==> config.mk <==
export PLATFORM = sky130hd
export DESIGN_NAME = uart_regmap_fifo_control
export DESIGN_NICKNAME = d
export VERILOG_FILES = /design/src/core/uart_regs_pkg.sv /design/src/core/uart_regmap_fifo_control.sv
export SDC_FILE = /design/constraint.sdc
export NUM_CORES = 1
export LEC_CHECK = 0
export ABC_CLOCK_PERIOD_IN_PS = 3000
export BUFFER_PORTS_ARGS = -buffer_cell sky130_fd_sc_hd__buf_2
export CORE_ASPECT_RATIO = 0.8
export CORE_UTILIZATION = 35
export CTS_BUF_LIST = sky130_fd_sc_hd__clkbuf_8
export CTS_CLUSTER_SIZE = 24
export DETAILED_ROUTE_END_ITERATION = 10
export GPL_ROUTABILITY_DRIVEN = 0
export GPL_TIMING_DRIVEN = 0
export MAX_ROUTING_LAYER = met4
export PLACE_DENSITY = 0.56
export SYNTH_ARGS = -nofsm -noshare
export SYNTH_HDL_FRONTEND = slang
export SYNTH_SLANG_ARGS = --single-unit
==> constraint.sdc <==
create_clock -name i_clk_sys -period 3 [get_ports i_clk_sys]
set_input_delay 0.75 -clock i_clk_sys [delete_from_list [all_inputs] [get_ports i_clk_sys]]
set_output_delay 0.75 -clock i_clk_sys [all_outputs]
set_load 0.05 [all_outputs]
==> src/core/uart_regs_pkg.sv <==
// package for the serial channel register map and FIFO control
// assumes a byte-wide host bus with three address lines
package uart_regs_pkg;
   localparam logic [2:0] OFS_DATA   = 3'h0;
   localparam logic [2:0] OFS_IEN    = 3'h1;
   localparam logic [2:0] OFS_IDENT  = 3'h2;
   localparam logic [2:0] OFS_LFMT   = 3'h3;
   localparam logic [2:0] OFS_MOUT   = 3'h4;
   localparam logic [2:0] OFS_LSTATE = 3'h5;
   localparam logic [2:0] OFS_MIN    = 3'h6;
   localparam logic [2:0] OFS_SCR    = 3'h7;
   // field positions
   localparam int FC_ON    = 0;
   localparam int FC_RXF   = 1;
   localparam int FC_TXF   = 2;
   localparam int FC_MODE  = 3;
   localparam int LF_DIV   = 7;
   localparam int IE_RX    = 0;
   localparam int IE_TX    = 1;
   localparam int IE_LINE  = 2;
   localparam int IE_MODEM = 3;
   // identity codes
   localparam logic [2:0] ID_NONE  = 3'h0;
   localparam logic [2:0] ID_LINE  = 3'h3;
   localparam logic [2:0] ID_RXAV  = 3'h2;
   localparam logic [2:0] ID_TOUT  = 3'h6;
   localparam logic [2:0] ID_TXE   = 3'h1;
   localparam logic [2:0] ID_MODEM = 3'h0;
   // thresholds
   localparam logic [4:0] TRIG_0 = 5'h01;
   localparam logic [4:0] TRIG_1 = 5'h04;
   localparam logic [4:0] TRIG_2 = 5'h08;
   localparam logic [4:0] TRIG_3 = 5'h0E;
   localparam logic [7:0] RST_LFMT = 8'h00;
   localparam logic [7:0] RST_ZERO = 8'h00;
   localparam int FIFO_DEPTH = 16;
   localparam int CHAR_TIMES = 4;

   typedef struct packed {
      logic       brk;
      logic       frm;
      logic       par;
      logic [7:0] data;
   } rx_entry_t;

   typedef struct packed {
      logic       valid;
      logic [2:0] ident;
   } irq_sel_t;
endpackage

==> src/core/uart_regmap_fifo_control.sv <==
// register map and FIFO control of one serial channel
// assumes the serial side is synchronous logic on i_clk_sys; modem pins are asynchronous
`default_nettype none

// What this block does
// - line format bit fields; divisor access redirects offsets 0 and 1 to divisor
// - interrupt enable bits 0-3 as sources, bits 7-4 read zero
// - identity bit 0 low while pending, id in 3-1, 5-4 zero, 7-6 fifo on
// - identity bits 7,6,3 and fifo error bit read zero with fifo off
// - line status bits: ready, overrun, parity, framing, break, holding empty, all empty, fifo error
// - modem status: live inputs in 7-4, change flags in 3-0
// - fifo control write-only at offset 2, reads there return identity
// - fifo control bit 0 enables fifos; clearing it empties both
// - any fifo mode change empties both fifos
// - other fifo control bits ignored unless bit 0 set in same write
// - rx flush bit empties rx fifo, leaves shift register alone
// - tx flush bit empties tx fifo, leaves shift register alone
// - mode bit selects ready signalling mode 1 when fifos on
// - bits 7-6 pick rx threshold 1, 4, 8 or 14 bytes
// - fifo control bits 5-4 reserved, no effect
// - data ready sets on character into rx fifo, clears when empty
// - line status interrupt wins over received data available
// - data available when fill reaches threshold, drops below withdraws it
// - time-out after four character times idle with data held, fifo mode only
// - interrupt enable bit 0 also gates the time-out interrupt
module uart_regmap_fifo_control
   import uart_regs_pkg::*;
#(
   parameter int DEPTH = FIFO_DEPTH
)(
   input  wire logic       i_clk_sys,
   input  wire logic       i_arst_n,
   input  wire logic [2:0] i_addr,
   input  wire logic       i_wr,
   input  wire logic       i_rd,
   input  wire logic [7:0] i_wdata,
   output logic      [7:0] o_rdata,
   input  wire logic       i_rx_push,
   input  wire rx_entry_t  i_rx_entry,
   input  wire logic       i_rx_overrun,
   input  wire logic       i_char_tick,
   input  wire logic       i_tx_pop,
   input  wire logic       i_tx_shift_empty,
   output logic      [7:0] o_tx_byte,
   output logic            o_tx_valid,
   input  wire logic       i_cts,
   input  wire logic       i_dsr,
   input  wire logic       i_ring,
   input  wire logic       i_dcd,
   output logic      [7:0] o_line_format,
   output logic      [7:0] o_modem_outputs,
   output logic     [15:0] o_divisor,
   output logic            o_rx_request_out,
   output logic            o_tx_request_out,
   output logic            o_irq
);
   localparam int AW = $clog2(DEPTH);

   // register state
   logic [7:0]  ien_r, ien_nxt, lfmt_r, lfmt_nxt, mout_r, mout_nxt, scr_r, scr_nxt;
   logic [15:0] div_r, div_nxt;
   logic        fifo_on_r, fifo_on_nxt, mode_r, mode_nxt;
   logic [1:0]  trig_r, trig_nxt;
   logic        oe_r, oe_nxt, line_err_r, line_err_nxt;
   logic [3:0]  mdelta_r, mdelta_nxt;
   logic [3:0]  msync1_r, msync2_r, mprev_r;
   logic [2:0]  tocnt_r, tocnt_nxt;
   logic        tout_r, tout_nxt;
   // fifo state
   rx_entry_t   rx_mem [DEPTH];
   logic [7:0]  tx_mem [DEPTH];
   logic [AW-1:0] rx_wp_r, rx_rp_r, tx_wp_r, tx_rp_r;
   logic [AW-1:0] rx_wp_nxt, rx_rp_nxt, tx_wp_nxt, tx_rp_nxt;
   logic [AW:0]   rx_cnt_r, tx_cnt_r, rx_cnt_nxt, tx_cnt_nxt;

   logic wr_data, rd_data, wr_fctl, rd_lstate, rd_min, rx_flush, tx_flush;
   logic rx_do_push, rx_do_pop, tx_do_push, tx_do_pop;
   logic [4:0] trig_level;
   logic [3:0] mnow;
   logic rx_avail, tx_empty_flag, fifo_err;
   irq_sel_t isel;
   logic [7:0] lstate;

   // access decode
   always_comb
   begin
      wr_data   = i_wr && i_addr == OFS_DATA && !lfmt_r[LF_DIV];
      rd_data   = i_rd && i_addr == OFS_DATA && !lfmt_r[LF_DIV];
      wr_fctl   = i_wr && i_addr == OFS_IDENT;
      rd_lstate = i_rd && i_addr == OFS_LSTATE;
      rd_min    = i_rd && i_addr == OFS_MIN;
      // a mode change or clearing bit 0 empties both fifos
      rx_flush  = wr_fctl && ((i_wdata[FC_ON] != fifo_on_r) ||
                  (i_wdata[FC_ON] && i_wdata[FC_RXF]));
      tx_flush  = wr_fctl && ((i_wdata[FC_ON] != fifo_on_r) ||
                  (i_wdata[FC_ON] && i_wdata[FC_TXF]));
   end

   // host-side control registers
   always_comb
   begin
      ien_nxt     = ien_r;
      lfmt_nxt    = lfmt_r;
      mout_nxt    = mout_r;
      scr_nxt     = scr_r;
      div_nxt     = div_r;
      fifo_on_nxt = fifo_on_r;
      mode_nxt    = mode_r;
      trig_nxt    = trig_r;
      if (i_wr)
      begin
         unique case (i_addr)
            OFS_DATA:
            begin
               if (lfmt_r[LF_DIV])
                  div_nxt[7:0] = i_wdata;
            end
            OFS_IEN:
            begin
               if (lfmt_r[LF_DIV])
                  div_nxt[15:8] = i_wdata;
               else
                  ien_nxt = {4'h0, i_wdata[3:0]};
            end
            OFS_IDENT:
            begin
               fifo_on_nxt = i_wdata[FC_ON];
               // bits 5-4 are never stored
               if (i_wdata[FC_ON])
               begin
                  mode_nxt = i_wdata[FC_MODE];
                  trig_nxt = i_wdata[7:6];
               end
            end
            OFS_LFMT:   lfmt_nxt = i_wdata;
            OFS_MOUT:   mout_nxt = {3'h0, i_wdata[4:0]};
            OFS_SCR:    scr_nxt  = i_wdata;
            default:    ;
         endcase
      end
   end

   always_ff @(posedge i_clk_sys or negedge i_arst_n)
   begin
      if (!i_arst_n)
      begin
         ien_r     <= RST_ZERO;
         lfmt_r    <= RST_LFMT;
         mout_r    <= RST_ZERO;
         scr_r     <= RST_ZERO;
         div_r     <= 16'h0000;
         fifo_on_r <= 1'b0;
         mode_r    <= 1'b0;
         trig_r    <= 2'h0;
      end
      else
      begin
         ien_r     <= ien_nxt;
         lfmt_r    <= lfmt_nxt;
         mout_r    <= mout_nxt;
         scr_r     <= scr_nxt;
         div_r     <= div_nxt;
         fifo_on_r <= fifo_on_nxt;
         mode_r    <= mode_nxt;
         trig_r    <= trig_nxt;
      end
   end

   // fifo pointers; without fifo mode only one entry is used
   always_comb
   begin
      rx_do_push = i_rx_push && (rx_cnt_r < (fifo_on_r ? (AW+1)'(DEPTH) : (AW+1)'(1)));
      rx_do_pop  = rd_data && rx_cnt_r != '0;
      tx_do_push = wr_data && (tx_cnt_r < (fifo_on_r ? (AW+1)'(DEPTH) : (AW+1)'(1)));
      tx_do_pop  = i_tx_pop && tx_cnt_r != '0;
      rx_wp_nxt  = rx_wp_r + AW'(rx_do_push);
      rx_rp_nxt  = rx_rp_r + AW'(rx_do_pop);
      rx_cnt_nxt = rx_cnt_r + (AW+1)'(rx_do_push) - (AW+1)'(rx_do_pop);
      tx_wp_nxt  = tx_wp_r + AW'(tx_do_push);
      tx_rp_nxt  = tx_rp_r + AW'(tx_do_pop);
      tx_cnt_nxt = tx_cnt_r + (AW+1)'(tx_do_push) - (AW+1)'(tx_do_pop);
      // flush drops the whole queue; shift registers sit outside
      if (rx_flush)
      begin
         rx_wp_nxt  = '0;
         rx_rp_nxt  = '0;
         rx_cnt_nxt = '0;
      end
      if (tx_flush)
      begin
         tx_wp_nxt  = '0;
         tx_rp_nxt  = '0;
         tx_cnt_nxt = '0;
      end
   end

   always_ff @(posedge i_clk_sys or negedge i_arst_n)
   begin
      if (!i_arst_n)
      begin
         rx_wp_r  <= '0;
         rx_rp_r  <= '0;
         rx_cnt_r <= '0;
         tx_wp_r  <= '0;
         tx_rp_r  <= '0;
         tx_cnt_r <= '0;
      end
      else
      begin
         rx_wp_r  <= rx_wp_nxt;
         rx_rp_r  <= rx_rp_nxt;
         rx_cnt_r <= rx_cnt_nxt;
         tx_wp_r  <= tx_wp_nxt;
         tx_rp_r  <= tx_rp_nxt;
         tx_cnt_r <= tx_cnt_nxt;
      end
   end

   // storage needs no reset; count guards every read
   always_ff @(posedge i_clk_sys)
   begin
      if (rx_do_push)
         rx_mem[rx_wp_r] <= i_rx_entry;
      if (tx_do_push)
         tx_mem[tx_wp_r] <= i_wdata;
   end

   // modem pins through two flops before any use
   always_ff @(posedge i_clk_sys or negedge i_arst_n)
   begin
      if (!i_arst_n)
      begin
         msync1_r <= 4'h0;
         msync2_r <= 4'h0;
         mprev_r  <= 4'h0;
      end
      else
      begin
         msync1_r <= {i_dcd, i_ring, i_dsr, i_cts};
         msync2_r <= msync1_r;
         mprev_r  <= msync2_r;
      end
   end
   assign mnow = msync2_r;

   // sticky status; a new event beats the clearing read
   always_comb
   begin
      oe_nxt       = oe_r;
      line_err_nxt = line_err_r;
      mdelta_nxt   = mdelta_r;
      if (rd_lstate)
      begin
         oe_nxt       = 1'b0;
         line_err_nxt = 1'b0;
      end
      if (rd_min)
         mdelta_nxt = 4'h0;
      if (i_rx_overrun)
         oe_nxt = 1'b1;
      if (rx_do_push && (i_rx_entry.brk || i_rx_entry.frm || i_rx_entry.par))
         line_err_nxt = 1'b1;
      mdelta_nxt[3] = mdelta_nxt[3] | (mnow[3] ^ mprev_r[3]);
      mdelta_nxt[2] = mdelta_nxt[2] | (mprev_r[2] & ~mnow[2]);
      mdelta_nxt[1] = mdelta_nxt[1] | (mnow[1] ^ mprev_r[1]);
      mdelta_nxt[0] = mdelta_nxt[0] | (mnow[0] ^ mprev_r[0]);
   end

   // time-out counter in character ticks, restarted by traffic
   always_comb
   begin
      tocnt_nxt = tocnt_r;
      tout_nxt  = tout_r;
      if (!fifo_on_r || rx_cnt_r == '0 || rx_do_push || rx_do_pop)
      begin
         tocnt_nxt = 3'h0;
         tout_nxt  = 1'b0;
      end
      else if (i_char_tick && !tout_r)
      begin
         tocnt_nxt = tocnt_r + 3'h1;
         if (tocnt_nxt == 3'(CHAR_TIMES))
            tout_nxt = 1'b1;
      end
   end

   always_ff @(posedge i_clk_sys or negedge i_arst_n)
   begin
      if (!i_arst_n)
      begin
         oe_r       <= 1'b0;
         line_err_r <= 1'b0;
         mdelta_r   <= 4'h0;
         tocnt_r    <= 3'h0;
         tout_r     <= 1'b0;
      end
      else
      begin
         oe_r       <= oe_nxt;
         line_err_r <= line_err_nxt;
         mdelta_r   <= mdelta_nxt;
         tocnt_r    <= tocnt_nxt;
         tout_r     <= tout_nxt;
      end
   end

   // fifo error: any flagged entry still queued
   always_comb
   begin
      fifo_err = 1'b0;
      for (int k = 0; k < DEPTH; k++)
         if (AW'(k) - rx_rp_r < rx_cnt_r[AW-1:0] || rx_cnt_r[AW])
            fifo_err = fifo_err | rx_mem[k].brk | rx_mem[k].frm | rx_mem[k].par;
   end

   // line status and thresholds
   always_comb
   begin
      unique case (trig_r)
         2'h0: trig_level = TRIG_0;
         2'h1: trig_level = TRIG_1;
         2'h2: trig_level = TRIG_2;
         2'h3: trig_level = TRIG_3;
      endcase
      tx_empty_flag = tx_cnt_r == '0;
      lstate[0] = rx_cnt_r != '0;
      lstate[1] = oe_r;
      lstate[2] = rx_cnt_r != '0 && rx_mem[rx_rp_r].par;
      lstate[3] = rx_cnt_r != '0 && rx_mem[rx_rp_r].frm;
      lstate[4] = rx_cnt_r != '0 && rx_mem[rx_rp_r].brk;
      lstate[5] = tx_empty_flag;
      lstate[6] = tx_empty_flag && i_tx_shift_empty;
      lstate[7] = fifo_on_r && fifo_err;
      rx_avail  = fifo_on_r ? ({{(4-AW){1'b0}}, rx_cnt_r} >= trig_level)
                            : (rx_cnt_r != '0);
   end

   // priority encoder, line status first
   always_comb
   begin
      isel = '{valid: 1'b0, ident: ID_NONE};
      if (ien_r[IE_LINE] && (oe_r || line_err_r))
         isel = '{valid: 1'b1, ident: ID_LINE};
      else if (ien_r[IE_RX] && rx_avail)
         isel = '{valid: 1'b1, ident: ID_RXAV};
      else if (ien_r[IE_RX] && tout_r)
         isel = '{valid: 1'b1, ident: ID_TOUT};
      else if (ien_r[IE_TX] && tx_empty_flag)
         isel = '{valid: 1'b1, ident: ID_TXE};
      else if (ien_r[IE_MODEM] && mdelta_r != 4'h0)
         isel = '{valid: 1'b1, ident: ID_MODEM};
   end

   // read mux, registered so data outputs come from flops
   always_ff @(posedge i_clk_sys or negedge i_arst_n)
   begin
      if (!i_arst_n)
         o_rdata <= 8'h00;
      else if (i_rd)
      begin
         unique case (i_addr)
            OFS_DATA:   o_rdata <= lfmt_r[LF_DIV] ? div_r[7:0] :
                                   (rx_cnt_r != '0 ? rx_mem[rx_rp_r].data : 8'h00);
            OFS_IEN:    o_rdata <= lfmt_r[LF_DIV] ? div_r[15:8] : ien_r;
            OFS_IDENT:  o_rdata <= {fifo_on_r, fifo_on_r, 2'b00,
                                    isel.ident[2] & fifo_on_r,
                                    isel.ident[1:0], ~isel.valid};
            OFS_LFMT:   o_rdata <= lfmt_r;
            OFS_MOUT:   o_rdata <= mout_r;
            OFS_LSTATE: o_rdata <= lstate;
            OFS_MIN:    o_rdata <= {mnow, mdelta_r};
            OFS_SCR:    o_rdata <= scr_r;
            default:    o_rdata <= 8'h00;
         endcase
      end
   end

   // ready outputs: mode 1 only with fifos on
   always_comb
   begin
      if (fifo_on_r && mode_r)
      begin
         o_rx_request_out = rx_avail || tout_r;
         o_tx_request_out = tx_cnt_r != (AW+1)'(DEPTH);
      end
      else
      begin
         o_rx_request_out = rx_cnt_r != '0;
         o_tx_request_out = tx_empty_flag && i_tx_shift_empty;
      end
   end

   assign o_tx_byte       = tx_mem[tx_rp_r];
   assign o_tx_valid      = tx_cnt_r != '0;
   assign o_line_format   = lfmt_r;
   assign o_modem_outputs = mout_r;
   assign o_divisor       = div_r;
   assign o_irq           = isel.valid && mout_r[3];
endmodule

`default_nettype wire

==> flow_metrics.env <==
export IMPL_numCtsBuffers=68
export IMPL_cts_max_level=3
export IMPL_ant_nets=0
export IMPL_crit_fanout=3
export IMPL_fp_dieH_um=204.8
export IMPL_synth_edf_count=304
export IMPL_drive_gt1_frac=0.3568
export IMPL_place_inst=1877
export IMPL_clock_sinks=405
export IMPL_fmax_mhz=294.1
export IMPL_ioPinCount=87
export IMPL_die_area_um2=52310
export IMPL_grt_overflow=0
export IMPL_setup_viol=10
export IMPL_grt_max_degree=71
export IMPL_drtPass1Iterations=5
export IMPL_num_rows=73
export IMPL_seq_area_um2=11670
export IMPL_synth_ff_type="edfxtp_1"
export IMPL_worstHoldPathType="in -> async"
export IMPL_synthTopCellsByArea="edfxtp_1 51%, dfrtp_1 14%, mux4_2 10%"
export IMPL_fin_crit_ns=3.400
export IMPL_synth_cell_area_um2=17990
export IMPL_ys_ff_latch=405
export IMPL_ys_types=61
export IMPL_grt_antenna_before_repair=2
export IMPL_clk_pin_slew_ns=0.08
export IMPL_clkLatencyLatePin_ns=0.64
export IMPL_synthMostInstantiatedCell="edfxtp_1"
export IMPL_power_mw=20.14
export IMPL_crit_type="reg -> out"
export IMPL_worstSetupStartpointType="register"
export IMPL_peakVddDrop_v=0.0004149
export IMPL_status="finished, violations left"
export IMPL_violations="setup timing"
export IMPL_skew_ns=0.03488
export IMPL_cts_tree="yes"
export IMPL_fin_crit_sh=1.133
export IMPL_setup_slack_ns=-0.4003
export IMPL_clockRootBuffer="clkbuf_8"
export IMPL_area_delta_synth_final_pct=22.16
export IMPL_chipWidth_um=255.5
export IMPL_fillers=4496
export IMPL_synth_top_cell_area_share=0.5075
export IMPL_port_buffers=80
export IMPL_synthCells=1112
export IMPL_yosysSeqAreaShare=0.6480
export IMPL_rrSetupSlack_ns=0.05
export IMPL_postSynthAreaPerCell_um2=16.18
export IMPL_wl_per_cell_um=24.03
export IMPL_first_global_vias=10770
export IMPL_vias=10920
export IMPL_cp_arrival_ns=2.65
export IMPL_endpoint_kind="output pin"
export IMPL_cellLeakagePower_nw=8.064
export IMPL_slew_headroom=0.3451
export IMPL_initial_core_util=0.3581
export IMPL_power_density_nw_per_um2=916.4
export IMPL_vias_per_cell=5.313
export IMPL_grt_pass1_wl_mm=72.35
export IMPL_finalNetCount=1428
export IMPL_hpwl_mm=33.65
export IMPL_cap_violations=0
export IMPL_rsz0062_at_grt="true"
export IMPL_core_area_um2=50240
export IMPL_async_reset_ff_frac=0.2494
export IMPL_yosysTopAreaCell="edfxtp_1"
export IMPL_hold_violations=0
export IMPL_finalWirelength_mm=49.38
export IMPL_clockBufferDepth=3
export IMPL_yosys_top_cells_count="304 x edfxtp_1, 101 x dfrtp_1, 83 x mux4_2, 67 x ha_1, 64 x nor2_1"
export IMPL_finish_utilization=0.4374
export IMPL_tightest_slew_ns=0.9770
export IMPL_grt_total_usage=0.1961
export IMPL_crit_required_ns=2.25
export IMPL_yosysWarnings=0
export IMPL_first_iter_violations=1208
export IMPL_route_detailed_drc=0
export IMPL_final_cells=2055
export IMPL_report_final_slew_viol_count=0
export IMPL_multi_input_area_um2=6342
==> cells by family after synthesis <==
logic type / after synthesis / share of synthesized area
simple gates: 223 / 0.06031
xor+xnor: 31 / 0.01509
compound gates: 132 / 0.04834
flops: 405 / 0.6480
other cells: 1 / 0.0002085
fa+ha+maj: 69 / 0.04883
mux: 156 / 0.1547
buf+inv: 95 / 0.02455
==> final timing paths <==
| kind | cells past startpoint | to | from |
|---|---|---|---|
| worst min register to register | 0 | mnow[1] | msync1_r[1] |
| max in group asynchronous | 2 | msync1_r[1] | i_arst_n |
| worst max-delay path | 9 | o_irq | trig_r[1] |
| worst min-delay path | 1 | rx_cnt_r[4] | i_arst_n |
| worst max register to register | 15 | rx_cnt_r[4] | rx_cnt_r[3] |
| min in group i_clk_sys | 1 | msync1_r[3] | i_dcd |
==> through the flow <==
step                TNS [ns]  instance area, um2  hold slack, ns  setup slack (ns)
floorplan           -0.06476               18040          0.3312          -0.03614
global placement     -245.69               19280          0.3362            -1.718
detailed placement   -155.00               19430          0.3347            -1.457
CTS                   -3.897               21500         0.04611           -0.4560
global route          -4.061               21970         0.09149           -0.4869
finish                -3.345               21970         0.06865           -0.4003
==> report_power, final <==
part           switching, mW  internal, mW  leakage [nW]  total, mW
Clock                   2.32          2.66         0.763       4.98
Sequential             0.520          6.53          3.95       7.05
Combinational           4.44          3.66          3.35       8.11
==> state kept, by name, indices dropped and copies added, names as in the netlist, 5 cells and up <==
register         count
o_modem_outputs      5
scr_r                8
tx_cnt_r             5
rx_cnt_r             5
rx_mem             176
o_line_format        8
o_rdata              8
o_divisor           16
tx_mem             128
==> layer usage <==
metal | wire length [um] | GRT usage
met1 | 23960 | 0.2981
met5 | 0 | -
met3 | 3650 | 0.03786
met2 | 20570 | 0.2582
met4 | 1197 | 0.06544
==> placed cells by master (no fill, tap or decap), types with 19 or more instances in the layout <==
master | synthesis | layout
nand2_1 | 44 | 43
ha_1 | 67 | 60
nor3_1 | 36 | 28
mux4_2 | 83 | 83
buf_4 | 15 | 59
buf_2 | 4 | 68
o21ai_0 | 29 | 22
nor2b_1 | 25 | 24
mux2_2 | 51 | 51
a21oi_1 | 36 | 32
xnor2_1 | 20 | 19
inv_1 | 43 | 47
clkbuf_8 | 0 | 73
nor2_1 | 64 | 47
edfxtp_1 | 304 | 304
buf_6 | 1 | 21
dfrtp_1 | 101 | 93
==> cell type report <==
| type | instances | share of cell area |
|---|---|---|
| inverter | 43 | 0.008484 |
| clock inverter | 54 | 0.01754 |
| sequential | 405 | 0.5309 |
| clock buffer | 71 | 0.04447 |
| antenna | 1 | 0.0001139 |
| tap | 675 | 0.03843 |
| multi-input combinational | 614 | 0.2886 |
| timing repair buffer | 147 | 0.05261 |
| buffer | 45 | 0.01885 |
==> timing repair <==
item	in CTS	in global routing
pin swaps	18	31
setup buffers	30	25
gates resized for setup	123	61
gates cloned	1	3
hold buffers	0	0
endpoints found under the setup margin	329	236
==> critical path, cell delays in order, from the launching register on <==
cell and delay, ns:
dfrtp_1 0.39, nor2_1 0.13, ha_1 0.24, nand2b_4 0.13, a21o_1 0.14, a211o_1 0.34
a21oi_4 0.23, o21ai_4 0.10, and2_4 0.18, buf_8 0.14
(Power assumes the default switching activity.)
